## src/pkg/cbfm_pkg.sv

```systemverilog
/*
 package of the bus fault manager: register offsets, field positions, timing figures and carriers.
 assumes a 25 MHz sys_clk; analog comparators sit outside and arrive as digital levels.
*/
`default_nettype none
package cbfm_pkg;
    localparam int unsigned CLK_MHZ          = 25;
    // timing figures in their own unit, then cycle counts
    localparam int unsigned SAMPLE_WIN_NS    = 1000;
    localparam int unsigned SAMPLE_WIN_CYC   = SAMPLE_WIN_NS * CLK_MHZ / 1000;
    localparam int unsigned TX_STUCK_US      = 750;
    localparam int unsigned TX_STUCK_CYC     = TX_STUCK_US * CLK_MHZ;
    localparam int unsigned TX_REL_US        = 32;
    localparam int unsigned TX_REL_CYC       = TX_REL_US * CLK_MHZ + 1;
    localparam int unsigned WAKE_FILT_US     = 16;
    localparam int unsigned WAKE_FILT_CYC    = WAKE_FILT_US * CLK_MHZ;
    localparam int unsigned FAULT_FILT_US    = 30;
    localparam int unsigned FAULT_FILT_CYC   = FAULT_FILT_US * CLK_MHZ;
    localparam int unsigned CNT_W            = 17;
    localparam logic [2:0]  OPEN_LIMIT       = 3'h4;
    localparam logic [2:0]  OPEN_ZERO        = 3'h0;
    // register indices (3-bit address, 4-bit data)
    localparam logic [2:0]  ADDR_MODE        = 3'h0;
    localparam logic [2:0]  ADDR_RESET_CTRL  = 3'h1;
    localparam logic [2:0]  ADDR_CAN_CTRL    = 3'h2;
    localparam logic [2:0]  ADDR_IO_CTRL     = 3'h3;
    localparam logic [2:0]  ADDR_FAULT_STAT  = 3'h4;
    // field positions
    localparam int unsigned RCR_WAKE_BIT     = 0;
    localparam int unsigned RCR_TXSTUCK_BIT  = 1;
    localparam int unsigned IOR_SHIFT_BIT    = 2;
    localparam int unsigned VAR_SEL_BIT      = 2;
    localparam logic [3:0]  DATA_ZERO        = 4'h0;
    localparam logic [1:0]  SHIFT_SEL_RST    = 2'h0;

    typedef enum logic [1:0] {CM_TXRX, CM_RXONLY, CM_BATTERY_TERMINATION_MODE} cbfm_can_mode_t;
    typedef enum logic [1:0] {SM_NORMAL, SM_STANDBY, SM_STOP, SM_SLEEP} cbfm_sbc_mode_t;
    typedef enum logic [1:0] {OW_IDLE, OW_WAIT, OW_EVAL} cbfm_ow_state_t;

    // digital comparator outputs from the bus front end
    typedef struct packed {
        logic diff_dom;
        logic high_se_dom;
        logic low_se_dom;
        logic high_wake_dom;
        logic low_wake_dom;
        logic high_to_5v;
        logic high_to_bat;
        logic low_to_gnd;
        logic low_to_high;
        logic low_to_bat;
        logic low_to_5v;
        logic high_to_gnd;
        logic high_below_shift;
    } cbfm_cmp_t;

    // driver and termination switches
    typedef struct packed {
        logic high_drv_en;
        logic low_drv_en;
        logic high_term_on;
        logic low_term_on;
    } cbfm_sw_t;
endpackage
`default_nettype wire

```

## src/verilog/cbfm_top.sv

```systemverilog
/*
 bus fault manager of a fault-tolerant low-speed CAN transceiver: fault classification and
 driver/termination switching, open-wire counting, stuck-dominant transmit guard, battery-termination
 bus activity report, wake handling and ground-shift capture, with a small register port.
 assumes comparator levels arrive asynchronously and the mode state machine lives elsewhere.
*/
// Our own choices: the address map and the strobed register port.
// Functional notes
// - fault checking runs only in transmit-receive or receive-only mode
// - vanished faults restore all switches, through filtered detect and recover delays
// - no fault: both drivers on in transmit-receive mode only, both terminations on, receive follows differential
// - high wire to 5 V or battery: high driver, termination off; receive from low wire
// - low wire to ground, high or battery: low driver, termination off; receive from high
// - low wire to 5 V keeps default operation
// - open wires and high wire to ground change nothing; diagnostics only
// - single-ended receivers sampled within 1 us after differential switching
// - count mismatches; flag open wire when counter reaches 4
// - open-wire counting only while receiving, never while transmitting
// - first variant: after flag, only decrement on dominant samples; recover at zero
// - second variant: dominant decrements, recessive increments to 4; recover at zero
// - transmit low beyond timeout disables the bus driver
// - stuck-dominant status sits at bit 1 of reset control register
// - stuck condition clears after transmit recessive for over 32 us
// - second variant, battery termination, normal or standby: receive shows delayed dominant
// - activity report comes from the wake comparators on both wires
// - wake activity in normal or standby leaves the wake flag clear
// - wake while asleep requests normal-request mode and sets wake flag
// - wake in stop mode pulses interrupt and sets wake flag
// - ground shift with four selectable thresholds, result in I/O register
// - ground shift sampled at each transmit falling edge, unfiltered
// - transmit low means dominant, high means recessive
`default_nettype none
module cbfm_top
    import cbfm_pkg::*;
#(
    parameter int unsigned TX_STUCK_CYCLES = TX_STUCK_CYC
) (
    input  wire logic       sys_clk,
    input  wire logic       rstn,
    input  wire logic       tx_in,
    input  wire cbfm_cmp_t  cmp_in,
    input  wire logic [2:0] reg_addr,
    input  wire logic [3:0] reg_wdata,
    input  wire logic       reg_wr,
    input  wire logic       reg_rd,
    output cbfm_sw_t        sw_out,
    output logic            rx_out,
    output logic [1:0]      shift_sel,
    output logic            wake_int,
    output logic            normal_req,
    output logic [3:0]      reg_rdata
);
    // two-stage synchronisers; first stage read only by second
    logic        tx_s1_reg, tx_s2_reg;
    cbfm_cmp_t   cmp_s1_reg, cmp_s2_reg;
    always_ff @(posedge sys_clk or negedge rstn) begin
        if (!rstn) begin
            tx_s1_reg  <= 1'b1;
            tx_s2_reg  <= 1'b1;
            cmp_s1_reg <= '0;
            cmp_s2_reg <= '0;
        end else begin
            tx_s1_reg  <= tx_in;
            tx_s2_reg  <= tx_s1_reg;
            cmp_s1_reg <= cmp_in;
            cmp_s2_reg <= cmp_s1_reg;
        end
    end

    // state registers
    cbfm_can_mode_t can_mode_reg, can_mode_next;
    cbfm_sbc_mode_t sbc_mode_reg, sbc_mode_next;
    logic           variant2_reg, variant2_next;
    logic [1:0]     shift_sel_reg, shift_sel_next;
    logic           shift_flag_reg, shift_flag_next;
    logic           wake_flag_reg, wake_flag_next;
    logic           tx_prev_reg, tx_prev_next;
    logic           tx_stuck_reg, tx_stuck_next;
    logic [CNT_W-1:0] tx_cnt_reg, tx_cnt_next;
    logic [3:0]     flt_reg, flt_next;
    logic [CNT_W-1:0] flt_cnt_reg [4];
    logic [CNT_W-1:0] flt_cnt_next [4];
    logic           diff_prev_reg, diff_prev_next;
    cbfm_ow_state_t ow_state_reg, ow_state_next;
    logic [4:0]     win_cnt_reg, win_cnt_next;
    logic           win_hi_reg, win_hi_next, win_lo_reg, win_lo_next;
    logic [2:0]     ow_cnt_reg, ow_cnt_next;
    logic           ow_flag_reg, ow_flag_next;
    logic           ow_high_reg, ow_high_next;
    logic [CNT_W-1:0] wk_cnt_reg, wk_cnt_next;
    logic           wake_busy_reg, wake_busy_next;
    logic           wake_ev_reg, wake_ev_next;
    cbfm_sw_t       sw_reg, sw_next;
    logic           rx_reg, rx_next;
    logic           int_reg, int_next;
    logic           nreq_reg, nreq_next;
    logic [3:0]     rdata_reg, rdata_next;

    logic active, wake_dom, tx_dom, fh, fl;
    logic [3:0] raw;

    always_comb begin
        can_mode_next  = can_mode_reg;
        sbc_mode_next  = sbc_mode_reg;
        variant2_next  = variant2_reg;
        shift_sel_next = shift_sel_reg;
        shift_flag_next = shift_flag_reg;
        wake_flag_next = wake_flag_reg;
        tx_cnt_next    = tx_cnt_reg;
        tx_stuck_next  = tx_stuck_reg;
        flt_next       = flt_reg;
        flt_cnt_next   = flt_cnt_reg;
        ow_state_next  = ow_state_reg;
        win_cnt_next   = win_cnt_reg;
        win_hi_next    = win_hi_reg;
        win_lo_next    = win_lo_reg;
        ow_cnt_next    = ow_cnt_reg;
        ow_flag_next   = ow_flag_reg;
        ow_high_next   = ow_high_reg;
        wk_cnt_next    = wk_cnt_reg;
        wake_busy_next = wake_busy_reg;
        wake_ev_next   = 1'b0;
        int_next       = 1'b0;
        nreq_next      = 1'b0;
        rdata_next     = DATA_ZERO;
        tx_dom         = ~tx_s2_reg;
        tx_prev_next   = tx_s2_reg;
        diff_prev_next = cmp_s2_reg.diff_dom;
        active         = (can_mode_reg == CM_TXRX) || (can_mode_reg == CM_RXONLY);

        // fault classes: 0 high to 5 V, 1 high to battery, 2 low to gnd/high, 3 low to battery
        raw = {cmp_s2_reg.low_to_bat, cmp_s2_reg.low_to_gnd | cmp_s2_reg.low_to_high,
               cmp_s2_reg.high_to_bat, cmp_s2_reg.high_to_5v};
        // low to 5 V and high to ground are not classed: default operation
        for (int i = 0; i < 4; i++) begin
            if (!active) begin
                flt_next[i]     = 1'b0;
                flt_cnt_next[i] = '0;
            end else if (raw[i] != flt_reg[i]) begin
                // same filter for detect and recover keeps it symmetric
                if (flt_cnt_reg[i] >= CNT_W'(FAULT_FILT_CYC - 1)) begin
                    flt_next[i]     = raw[i];
                    flt_cnt_next[i] = '0;
                end else begin
                    flt_cnt_next[i] = flt_cnt_reg[i] + 1'b1;
                end
            end else begin
                flt_cnt_next[i] = '0;
            end
        end
        fh = flt_reg[0] | flt_reg[1];
        fl = flt_reg[2] | flt_reg[3];

        // stuck-dominant transmit guard
        if (tx_dom) begin
            if (!tx_stuck_reg && tx_cnt_reg >= CNT_W'(TX_STUCK_CYCLES - 1)) begin
                tx_stuck_next = 1'b1;
                tx_cnt_next   = '0;
            end else if (!tx_stuck_reg) begin
                tx_cnt_next = tx_cnt_reg + 1'b1;
            end else begin
                tx_cnt_next = '0;
            end
        end else if (tx_stuck_reg) begin
            if (tx_cnt_reg >= CNT_W'(TX_REL_CYC - 1)) begin
                tx_stuck_next = 1'b0;
                tx_cnt_next   = '0;
            end else begin
                tx_cnt_next = tx_cnt_reg + 1'b1;
            end
        end else begin
            tx_cnt_next = '0;
        end

        // ground shift: high wire sampled on transmit falling edge, no filter
        if (tx_prev_reg && !tx_s2_reg && cmp_s2_reg.high_below_shift)
            shift_flag_next = 1'b1;

        // open-wire sampling window after each recessive-to-dominant differential switch, receiving only
        case (ow_state_reg)
            OW_IDLE: begin
                // only the dominant switch is sampled: on a recessive edge both wires idle alike
                if (active && !tx_dom && cmp_s2_reg.diff_dom && !diff_prev_reg) begin
                    ow_state_next = OW_WAIT;
                    win_cnt_next  = '0;
                    win_hi_next   = 1'b0;
                    win_lo_next   = 1'b0;
                end
            end
            OW_WAIT: begin
                // a dominant single-ended sample inside the window counts as a toggle
                win_hi_next  = win_hi_reg | cmp_s2_reg.high_se_dom;
                win_lo_next  = win_lo_reg | cmp_s2_reg.low_se_dom;
                win_cnt_next = win_cnt_reg + 1'b1;
                if (tx_dom)
                    ow_state_next = OW_IDLE;
                else if (win_cnt_reg >= 5'(SAMPLE_WIN_CYC - 1))
                    ow_state_next = OW_EVAL;
            end
            OW_EVAL: begin
                ow_state_next = OW_IDLE;
                if (!ow_flag_reg) begin
                    if (!win_hi_reg || !win_lo_reg) begin
                        ow_cnt_next  = ow_cnt_reg + 1'b1;
                        ow_high_next = !win_hi_reg;
                        if (ow_cnt_reg == OPEN_LIMIT - 3'h1)
                            ow_flag_next = 1'b1;
                    end
                end else if (ow_high_reg ? win_hi_reg : win_lo_reg) begin
                    // recovery sample on the formerly silent wire
                    ow_cnt_next = ow_cnt_reg - 1'b1;
                    if (ow_cnt_reg == OPEN_ZERO + 3'h1)
                        ow_flag_next = 1'b0;
                end else if (variant2_reg && ow_cnt_reg != OPEN_LIMIT) begin
                    ow_cnt_next = ow_cnt_reg + 1'b1;
                end
            end
            default: ow_state_next = OW_IDLE;
        endcase
        if (!active) begin
            ow_state_next = OW_IDLE;
        end

        // battery-termination activity: both wake comparators, filtered by the wake time
        wake_dom = cmp_s2_reg.high_wake_dom | cmp_s2_reg.low_wake_dom;
        if (can_mode_reg == CM_BATTERY_TERMINATION_MODE && wake_dom) begin
            if (!wake_busy_reg && wk_cnt_reg >= CNT_W'(WAKE_FILT_CYC - 1)) begin
                wake_busy_next = 1'b1;
                wake_ev_next   = 1'b1;
            end else if (!wake_busy_reg) begin
                wk_cnt_next = wk_cnt_reg + 1'b1;
            end
        end else begin
            wk_cnt_next    = '0;
            wake_busy_next = 1'b0;
        end
        if (wake_ev_reg) begin
            case (sbc_mode_reg)
                SM_SLEEP: begin
                    nreq_next      = 1'b1;
                    wake_flag_next = 1'b1;
                end
                SM_STOP: begin
                    int_next       = 1'b1;
                    wake_flag_next = 1'b1;
                end
                default: ;
            endcase
        end

        // switch and receive path
        sw_next.high_drv_en  = !fh && !tx_stuck_reg && can_mode_reg == CM_TXRX;
        sw_next.low_drv_en   = !fl && !tx_stuck_reg && can_mode_reg == CM_TXRX;
        sw_next.high_term_on = !fh;
        sw_next.low_term_on  = !fl;
        if (can_mode_reg == CM_BATTERY_TERMINATION_MODE)
            // receive stays low only while the filtered activity lasts
            rx_next = !(variant2_reg && wake_busy_reg &&
                        (sbc_mode_reg == SM_NORMAL || sbc_mode_reg == SM_STANDBY));
        else if (fh)
            rx_next = !cmp_s2_reg.low_se_dom;
        else if (fl)
            rx_next = !cmp_s2_reg.high_se_dom;
        else
            rx_next = !cmp_s2_reg.diff_dom;

        // register port; reading status clears the sticky flags, a new event wins
        if (reg_wr) begin
            case (reg_addr)
                ADDR_MODE:     sbc_mode_next  = cbfm_sbc_mode_t'(reg_wdata[1:0]);
                ADDR_CAN_CTRL: begin
                    can_mode_next = (reg_wdata[1:0] == 2'h3) ? CM_BATTERY_TERMINATION_MODE : cbfm_can_mode_t'(reg_wdata[1:0]);
                    variant2_next = reg_wdata[VAR_SEL_BIT];
                end
                ADDR_IO_CTRL:  shift_sel_next = reg_wdata[1:0];
                default: ;
            endcase
        end
        if (sbc_mode_reg == SM_STOP || sbc_mode_reg == SM_SLEEP)
            can_mode_next = CM_BATTERY_TERMINATION_MODE;
        if (reg_rd) begin
            case (reg_addr)
                ADDR_MODE:       rdata_next = {2'h0, sbc_mode_reg};
                ADDR_RESET_CTRL: begin
                    rdata_next[RCR_WAKE_BIT]    = wake_flag_reg;
                    rdata_next[RCR_TXSTUCK_BIT] = tx_stuck_reg;
                    if (!(wake_ev_reg && (sbc_mode_reg == SM_STOP || sbc_mode_reg == SM_SLEEP)))
                        wake_flag_next = 1'b0;
                end
                ADDR_CAN_CTRL:   rdata_next = flt_reg;
                ADDR_IO_CTRL: begin
                    rdata_next[1:0]           = shift_sel_reg;
                    rdata_next[IOR_SHIFT_BIT] = shift_flag_reg;
                    if (!(tx_prev_reg && !tx_s2_reg && cmp_s2_reg.high_below_shift))
                        shift_flag_next = 1'b0;
                end
                ADDR_FAULT_STAT: rdata_next = {ow_high_reg, ow_flag_reg,
                                               cmp_s2_reg.low_to_5v, cmp_s2_reg.high_to_gnd};
                default:         rdata_next = DATA_ZERO;
            endcase
        end
    end

    always_ff @(posedge sys_clk or negedge rstn) begin
        if (!rstn) begin
            can_mode_reg   <= CM_BATTERY_TERMINATION_MODE;
            sbc_mode_reg   <= SM_NORMAL;
            variant2_reg   <= 1'b1;
            shift_sel_reg  <= SHIFT_SEL_RST;
            shift_flag_reg <= 1'b0;
            wake_flag_reg  <= 1'b0;
            tx_prev_reg    <= 1'b1;
            tx_stuck_reg   <= 1'b0;
            tx_cnt_reg     <= '0;
            flt_reg        <= '0;
            for (int i = 0; i < 4; i++) flt_cnt_reg[i] <= '0;
            diff_prev_reg  <= 1'b0;
            ow_state_reg   <= OW_IDLE;
            win_cnt_reg    <= '0;
            win_hi_reg     <= 1'b0;
            win_lo_reg     <= 1'b0;
            ow_cnt_reg     <= OPEN_ZERO;
            ow_flag_reg    <= 1'b0;
            ow_high_reg    <= 1'b0;
            wk_cnt_reg     <= '0;
            wake_busy_reg  <= 1'b0;
            wake_ev_reg    <= 1'b0;
            sw_reg         <= '0;
            rx_reg         <= 1'b1;
            int_reg        <= 1'b0;
            nreq_reg       <= 1'b0;
            rdata_reg      <= DATA_ZERO;
        end else begin
            can_mode_reg   <= can_mode_next;
            sbc_mode_reg   <= sbc_mode_next;
            variant2_reg   <= variant2_next;
            shift_sel_reg  <= shift_sel_next;
            shift_flag_reg <= shift_flag_next;
            wake_flag_reg  <= wake_flag_next;
            tx_prev_reg    <= tx_prev_next;
            tx_stuck_reg   <= tx_stuck_next;
            tx_cnt_reg     <= tx_cnt_next;
            flt_reg        <= flt_next;
            flt_cnt_reg    <= flt_cnt_next;
            diff_prev_reg  <= diff_prev_next;
            ow_state_reg   <= ow_state_next;
            win_cnt_reg    <= win_cnt_next;
            win_hi_reg     <= win_hi_next;
            win_lo_reg     <= win_lo_next;
            ow_cnt_reg     <= ow_cnt_next;
            ow_flag_reg    <= ow_flag_next;
            ow_high_reg    <= ow_high_next;
            wk_cnt_reg     <= wk_cnt_next;
            wake_busy_reg  <= wake_busy_next;
            wake_ev_reg    <= wake_ev_next;
            sw_reg         <= sw_next;
            rx_reg         <= rx_next;
            int_reg        <= int_next;
            nreq_reg       <= nreq_next;
            rdata_reg      <= rdata_next;
        end
    end

    assign sw_out     = sw_reg;
    assign rx_out     = rx_reg;
    assign shift_sel  = shift_sel_reg;
    assign wake_int   = int_reg;
    assign normal_req = nreq_reg;
    assign reg_rdata  = rdata_reg;
endmodule
`default_nettype wire

```

## config.mk

```make
export PLATFORM = sky130hd
export DESIGN_NAME = cbfm_top
export DESIGN_NICKNAME = d
export VERILOG_FILES = /design/src/pkg/cbfm_pkg.sv /design/src/verilog/cbfm_top.sv
export SDC_FILE = /design/constraint.sdc
export NUM_CORES = 1
export LEC_CHECK = 0
export BUFFER_PORTS_ARGS = -buffer_cell sky130_fd_sc_hd__buf_2
export CORE_ASPECT_RATIO = 1.4
export CORE_MARGIN = 4
export CORE_UTILIZATION = 40
export DETAILED_ROUTE_END_ITERATION = 10
export GPL_ROUTABILITY_DRIVEN = 0
export SLEW_MARGIN = 20
export SYNTH_ARGS = -nofsm -noshare
export SYNTH_HDL_FRONTEND = slang
export SYNTH_SLANG_ARGS = --single-unit
```

## constraint.sdc

```tcl
create_clock -name sys_clk -period 2 [get_ports sys_clk]
set_clock_uncertainty 0.2 [all_clocks]
set_input_delay 0 -clock sys_clk [delete_from_list [all_inputs] [get_ports sys_clk]]
set_output_delay 0 -clock sys_clk [all_outputs]
set_load 0.1 [all_outputs]
```

Word level (Yosys, flattened, before mapping)
Cells that the tools add are included.

storage, ports and cells
  bits in registers = 173
  input port bits = 25
  word-level logic and storage cells = 261

operators by class
  add/subtract/negate cells = 9
  magnitude comparators = 8
  equal/unequal tests = 34
  mux-type cells = 84
  bitwise operators = 7
  reductions and logical operators = 55

operators with widths
  operator               number
  $mux 17                20
  $add 17x1->17 const B  6
  $ge 17x10->1 const B   5
  $mux 1                 43
  $reduce_and 2->1       11
  $ne 2x1->1 const B     9
  $ge 17x15->1 const B   1
  $ge 17x9->1 const B    1
  $logic_and 1x1->1      16
  $mux 2                 8
  $logic_not 1->1        12
  $mux 3                 4
  $eq 2x2->1 const B     5
  $pmux 2 s5             1
  $pmux 5 s2             1
  $reduce_bool 2->1      5
  $eq 3x2->1 const B     3
  $eq 2x1->1 const B     3
  $eq 3x1->1 const B     2
  $logic_not 2->1        3
  $ne 2x2->1 const B     3
  $ne 3x3->1 const B     2
  $or 1x1->1             6
  $pmux 1 s2             3
  17 further kinds       24

Logic depth before layout (Yosys ltp)
Gate-level depths: netlist of the first run.

  word-level depth = 8
  gate-level depth with buffers = 7

Least setup slack after synthesis of the first run
No wires, ideal clock.

  kind = register to register
  from = register flt_cnt_reg[0] (netlist name)
  to = register flt_cnt_reg[2] (netlist name)
  arrival = 1,562 ps
  data required time = 1,727 ps
  path slack = 164 ps
  stages on the path, launching flop included = 7
  buffers on the path = 0
  period minus slack after synthesis = 1,836 ps
  cell sequence = dfrtp_1 > ha_1 > o311a_1 > o2111ai_1 > and3_1 > nand2_1 > nor2_1

RTL lines
  what                    RTL line         text
  start, declared         cbfm_top.sv:81   logic [CNT_W-1:0] flt_cnt_reg [4];
  start signal, assigned  cbfm_top.sv:344  flt_cnt_reg <= flt_cnt_next;

Worst setup path after layout of the first run
  from = register wk_cnt_reg[0]
  to = register wk_cnt_reg[4]

between the ends
  cells in the longest elaborated chain, start to end = 4

ends and longest elaborated chain
  what                                          RTL line                          text
  start, declared                               cbfm_top.sv:90                    logic [CNT_W-1:0] wk_cnt_reg, wk_cnt_next;
  start signal, assigned                        cbfm_top.sv:353                   wk_cnt_reg <= wk_cnt_next;
  $add 17x1->17 or $ge 17x9->1 (tied branches)  cbfm_top.sv:231, cbfm_top.sv:227
  $mux 17 or $logic_and 1x1->1 (tied branches)  cbfm_top.sv:230, cbfm_top.sv:227
  $mux 17 or $ne 2x2->1 (tied branches)         --
  $mux 17 or $reduce_and 2->1 (tied branches)   --

Several ways; a longest one is shown, not always the timed one. The select of a mux whose other input is x is not followed.
A chain may end at the register's enable or synchronous reset.

==> impl_metrics.json, run 1 <==
{
  "pre_cts_ws_ns": -0.002225,
  "total_leakage_power_uw": 0.003918,
  "track_usage_pct": 14.49,
  "crit_buf_inv": 0,
  "dr.first_iter.drc_count": 246,
  "clockPowerShare_pct": 40.2,
  "worst-setup-path-type": "reg -> reg",
  "synth_seq_cells": 173,
  "tritoncts": "yes",
  "final_area_um2": 8803,
  "insertion_delay_ns": 0.42,
  "path_max_fanout": 8,
  "n_fill_cell": 1585,
  "first_pass_iters": 4,
  "drive_above_1_share_pct": 15.63,
  "final_common_cell": "dfrtp_1",
  "finalSetupViolations": 0,
  "switching_share_pct": 24.89,
  "htree_levels": 4,
  "multi_input_area_um2": 2840,
  "start_util_pct": 40.97,
  "area_delta_synth_final_pct": 23.48,
  "most-common-layout-cells": "dfrtp_1, nor2_1, nand2_1, dlygate4sd3_1, buf_2",
  "slew_violations": 0,
  "largest_reg_flops": 68,
  "period_share_pct": 96.07,
  "pin_count": 38,
  "hold_violations": 0,
  "fin_crit_ns": 1.921,
  "worst_setup_path_end_kind": "flop",
  "ys_top_cells_by_area": "dfrtp_1, nor2_1, xnor2_1",
  "synthMuxAreaShare_pct": 1.562,
  "synth_fa_ha_area_share_pct": 3.335,
  "start_kind": "flop",
  "antenna_found_initial": 0,
  "status": "complete, no violations",
  "synth_top_family_by_area": "simple AND/OR/NAND/NOR gates",
  "dr_total_vias": 4818,
  "intPower_uw": 5721,
  "cts-root-buf": "clkbuf_16",
  "cts_buffers": 17,
  "crit_slowest_cell": "dfrtp_1",
  "synth-xor-area-share_pct": 7.125,
  "rsz0062_at_grt": "true",
  "yosysTopAreaCell": "dfrtp_1",
  "die_x_um": 120.8,
  "synth_compound_area_share_pct": 7.511,
  "drtAntennaViolNets": 0,
  "finalWirelength_um": 13510,
  "cap_violations": 0,
  "power_frac_comb_pct": 9.4,
  "grt_pass1_vias": 5045,
  "syn_avg_cell_area_um2": 11.67,
  "io_buffers": 36,
  "postSynthCellCount": 611,
  "grt_overflow": 0,
  "max_freq_ghz": 0.5205,
  "grt_pass1_wl_um": 23600,
  "vias_per_cell": 4.862,
  "seqCellArea_um2": 4337,
  "design.die.area_um2": 20050,
  "synth_top_area_share_pct": 58.62,
  "core_um2": 17400,
  "max_stage_delay_ns": 0.43,
  "cp_cell_sequence": "ha_1 > a21oi_2 > o21ai_4 > a2111oi_2 > xnor2_1 > nor2_1",
  "power_density_nw_per_um2": 865.1,
  "synthFlopType": "dfrtp_1",
  "clk_pin_slew_ns": 0.06,
  "synth.distinct_cells": 59,
  "dpl-instance-area_um2": 7823,
  "synth-simple-area-share_pct": 18.20,
  "netlist_area_um2": 7129,
  "cp_data_required_time_ns": 2.11,
  "nets": 786,
  "drc": 0,
  "clkSinkCount": 173,
  "synth-edff-count": 0,
  "antenna_cells": 0,
  "ir_drop_uv": 523.2,
  "cts_buffer_depth": 2,
  "routedWlPerCell_um": 13.63,
  "ys_seq_area_share_pct": 60.83,
  "path_delay_family": "compound AO/OA/AOI/OAI gates",
  "die_h_um": 166.0,
  "seqPwrFrac_pct": 50.4,
  "arrival_ns": 2.03,
  "p_switching_uw": 1896,
  "dp.final_hpwl_um": 9459,
  "worstHoldPathType": "in -> reg",
  "post-place-cells": 920,
  "setup_slack_ns": 0.07865,
  "synth_warnings": 0,
  "grt_max_degree": 50,
  "final_util_pct": 50.59,
  "synthArstFlopShare_pct": 100.0,
  "final_cells": 991,
  "rows": 57
}
## layer usage
metal  routed length, um  vias up  global-route usage (%)
li1                    -     2339                       -
met1                5835     2394                   17.80
met2                7008       64                   24.64
met3                 390       21                   3.612
met4                 277        0                   5.128
met5                   0        -                       0
## worst paths after layout
kind	from	endpoint	slack (ns)	depth (start not counted)
worst max-delay path	wk_cnt_reg[0]	wk_cnt_reg[4]	0.08	6
worst min-delay path	cmp_in[0]	cmp_s1_reg[0]	0.02	2
worst max register to register	wk_cnt_reg[0]	wk_cnt_reg[4]	0.08	6
worst min register to register	cmp_s1_reg[2]	cmp_s2_reg[2]	0.15	0
max in group asynchronous	rstn	tx_prev_reg	0.46	4
min in group asynchronous	rstn	cmp_s1_reg[7]	0.42	3
## synthesized netlist by cell type, types with 6 or more instances
cell type	n
nand2b_1	7
nand3_1	19
a21oi_1	15
nor3_1	12
nor2b_1	6
ha_1	19
inv_1	17
o21ai_0	17
dfrtp_1	167
xnor2_1	29
dfstp_2	6
nand4_1	12
xor2_1	29
and2_1	15
nand2_1	45
and3_1	14
nor2_1	84
mux2_2	9
nor4_1	9
## cell families (layout without fill, tap and decap cells)
kind of cell	count (synthesis)	count (layout)
buffers and inverters	24	139
AO/OA/AOI/OAI	74	74
flip-flops	173	173
adder cells (fa/ha/maj)	19	19
multiplexers	10	10
other	1	30
AND/OR/NAND/NOR	252	252
XOR/XNOR	58	58
## final cells by class
type	count	share of cell area, %
multi-input combinational	443	32.26
clock buffer	22	5.273
tap	236	3.354
clock inverter	10	1.038
timing repair buffer	90	8.087
sequential	173	49.26
inverter	17	0.7248
## timing repair
| item | 4_1_cts | 5_1_grt |
|---|---|---|
| endpoints found under the hold margin | 199 | 0 |
| hold buffers | 38 | 0 |
| gates cloned | 0 | 0 |
| pin swaps | 0 | 2 |
| resized for setup | 1 | 6 |
| setup endpoints to repair | 4 | 30 |
| setup buffers | 0 | 1 |
## through the flow
step                hold slack (ns)  power (uW)  setup TNS (ns)
floorplan                   -0.4956        4284               0
global placement            -0.2336        4505               0
detailed placement          -0.2234        4532       -0.003120
CTS                       0.0003132        7703               0
global route                0.01782        7988        -0.09350
finish                      0.02298        7616               0
## power groups by stage
stage / registers, uW / clock network [uW] / logic, uW
after detailed placement: 3900 / 0 / 635
after floorplan: 4010 / 0 / 278
after global routing: 3860 / 3330 / 791
after global placement: 3890 / 0 / 617
final: 3840 / 3060 / 713
after CTS: 3840 / 3160 / 703
No activity file was read; power rests on OpenSTA's default activity.
==> run 2, diff against run 1 <==
--- a/config.mk
+++ b/config.mk
@@ -5,6 +5,7 @@
 export SDC_FILE = /design/constraint.sdc
 export NUM_CORES = 1
 export LEC_CHECK = 0
+export ABC_AREA = 1
 export BUFFER_PORTS_ARGS = -buffer_cell sky130_fd_sc_hd__buf_2
 export CORE_ASPECT_RATIO = 1.4
 export CORE_MARGIN = 4
==> impl_metrics.json, run 2 <==
{
  "postSynthCellCount": 765,
  "worstSetupEndpoint": "can_mode_reg[0]",
  "fin_crit_ns": 1.875,
  "io_buffers": 36,
  "hold_violations": 0,
  "dr.first_iter.drc_count": 259,
  "p_total_uw": 7765,
  "final_common_cell": "dfrtp_1",
  "grt_overflow": 0,
  "worst_setup_path_end_kind": "flop",
  "status": "complete, no violations",
  "finalWirelength_um": 13930,
  "antenna_found_initial": 0,
  "reg2reg_to": "flt_cnt_reg[4]",
  "post-place-cells": 1078,
  "insertion_delay_ns": 0.43,
  "crit_start": "reg_addr[2]",
  "final_util_pct": 50.41,
  "netlist_area_um2": 7365,
  "tritoncts": "yes",
  "ir_drop_uv": 550.4,
  "rrSetupSlack_ns": 0.16,
  "worstHoldPathType": "in -> reg",
  "cts-root-buf": "clkbuf_16",
  "cts_buffer_depth": 2,
  "grt_pass1_wl_um": 24590,
  "post-synth-top-count-cell": "dfrtp_1",
  "grt_max_degree": 51,
  "drtAntennaViolNets": 0,
  "path_max_fanout": 4,
  "vias_per_cell": 4.501,
  "routedWlPerCell_um": 12.08,
  "synthFlopType": "dfrtp_1",
  "period_share_pct": 93.75,
  "first_pass_iters": 5,
  "finalSetupViolations": 0,
  "total_leakage_power_uw": 0.004203,
  "max_freq_ghz": 0.5333,
  "dr_total_vias": 5190,
  "whs_ns": 0.02158,
  "multi_input_area_um2": 2773,
  "htree_levels": 4,
  "synth_warnings": 0,
  "cts_buffers": 17,
  "netlist_top_cells_count": "dfrtp_1, nand2_1, nor2_1",
  "design.die.area_um2": 20680,
  "most-common-layout-cells": "dfrtp_1, nand2_1, nor2_1, inv_1, dlygate4sd3_1",
  "synth.distinct_cells": 41,
  "synth_top_area_share_pct": 56.74,
  "setup_tns_ns": 0,
  "r2r-start": "flt_cnt_reg[0]",
  "rows": 58,
  "power_density_nw_per_um2": 855.9,
  "synth-edff-count": 0,
  "ys_seq_area_share_pct": 58.89,
  "arrival_ns": 2.04,
  "cp_data_required_time_ns": 2.17,
  "start_util_pct": 40.92,
  "clkSinkCount": 173,
  "cap_violations": 0,
  "syn_avg_cell_area_um2": 9.627,
  "track_usage_pct": 15.06,
  "die_x_um": 122.7,
  "dp.final_hpwl_um": 9894,
  "pin_count": 38,
  "start_kind": "input port",
  "synthArstFlopShare_pct": 100.0,
  "area_delta_synth_final_pct": 23.19,
  "drc": 0,
  "seqCellArea_um2": 4337,
  "drive_above_1_share_pct": 12.81,
  "rsz0062_at_grt": "false",
  "worst-setup-path-type": "in -> reg",
  "antenna_cells": 0,
  "yosysTopAreaCell": "dfrtp_1",
  "core_um2": 18000,
  "die_h_um": 168.6,
  "grt_pass1_vias": 5340,
  "n_fill_cell": 1708,
  "synth_seq_cells": 173,
  "largest_reg_flops": 68,
  "slew_violations": 0,
  "ys_top_cells_by_area": "dfrtp_1, nand2_1, nor2_1",
  "nets": 944,
  "clk_pin_slew_ns": 0.06,
  "r2r_cells": 8,
  "final_cells": 1153
}
==> run 2: critical path: stages <==
cell	delay (ns)
dlygate4sd3_1	0.54
buf_2	0.13
inv_1	0.11
nand3_1	0.12
inv_1	0.08
nand2_1	0.12
nor3_1	0.24
a32o_1	0.17
dlygate4sd3_1	0.54
==> run 2: layout make-up <==
class / count / area share (%)
Clock buffer: 20 / 5.034
Clock inverter: 12 / 1.503
Inverter: 92 / 3.806
Multi-Input combinational cell: 526 / 30.56
Sequential cell: 173 / 47.80
Tap cell: 240 / 3.310
Timing Repair Buffer: 90 / 7.985
==> run 2: cells by family (layout without fill, tap and decap cells) <==
kind of cell	count (synthesis)	after routing	synth area share, %
simple gates	367	367	22.02
flops	173	173	58.89
buf+inv	95	214	5.063
compound gates	57	57	4.418
xor+xnor	52	52	6.184
fa+ha+maj	19	19	3.228
other cells	1	30	0.05092
mux	1	1	0.1529
==> run 2: timing repair <==
item                                    in CTS  in global routing
resized for setup                            0                  1
setup buffers                                0                  0
hold endpoints to repair                   198                  0
endpoints found under the setup margin       0                  1
hold buffers                                43                  0
==> run 2: report_power, final <==
| group | total [uW] | leakage, uW | internal [uW] | switching, uW |
|---|---|---|---|---|
| Clock | 3310 | 0.000283 | 1920 | 1390 |
| Sequential | 3770 | 0.00223 | 3670 | 101 |
| Combinational | 685 | 0.00169 | 225 | 460 |
| Total | 7770 | 0.00420 | 5820 | 1950 |
==> run 2: worst min path at each step <==
stage          startpoint               to  slack [ns]  cells after the start
2_1_floorplan        rstn  can_mode_reg[0]       -0.50                      0
3_3_place_gp         rstn    tx_cnt_reg[5]       -0.22                      1
3_5_place_dp         rstn    tx_cnt_reg[5]       -0.21                      1
4_1_cts         cmp_in[5]    cmp_s1_reg[5]       0.001                      2
5_1_grt        cmp_in[12]   cmp_s1_reg[12]       0.009                      2
6_report        cmp_in[5]    cmp_s1_reg[5]        0.02                      2
==> run 2: layer usage <==
layer	GRT usage [%]	vias to the layer above	part of all wire [%]
li1	-	2661	-
met3	3.910	21	3.5
met5	0	-	0
met2	24.95	62	50
met4	6.092	0	2.1
met1	18.63	2446	44
==> run 2: through the flow <==
step                setup slack (ns)  cell area (um^2)
finish                        0.1249              9072
global route                0.004686              9072
CTS                           0.1122              9064
detailed placement            0.1320              8040
global placement              0.1631              8040
floorplan                     0.3313              7473
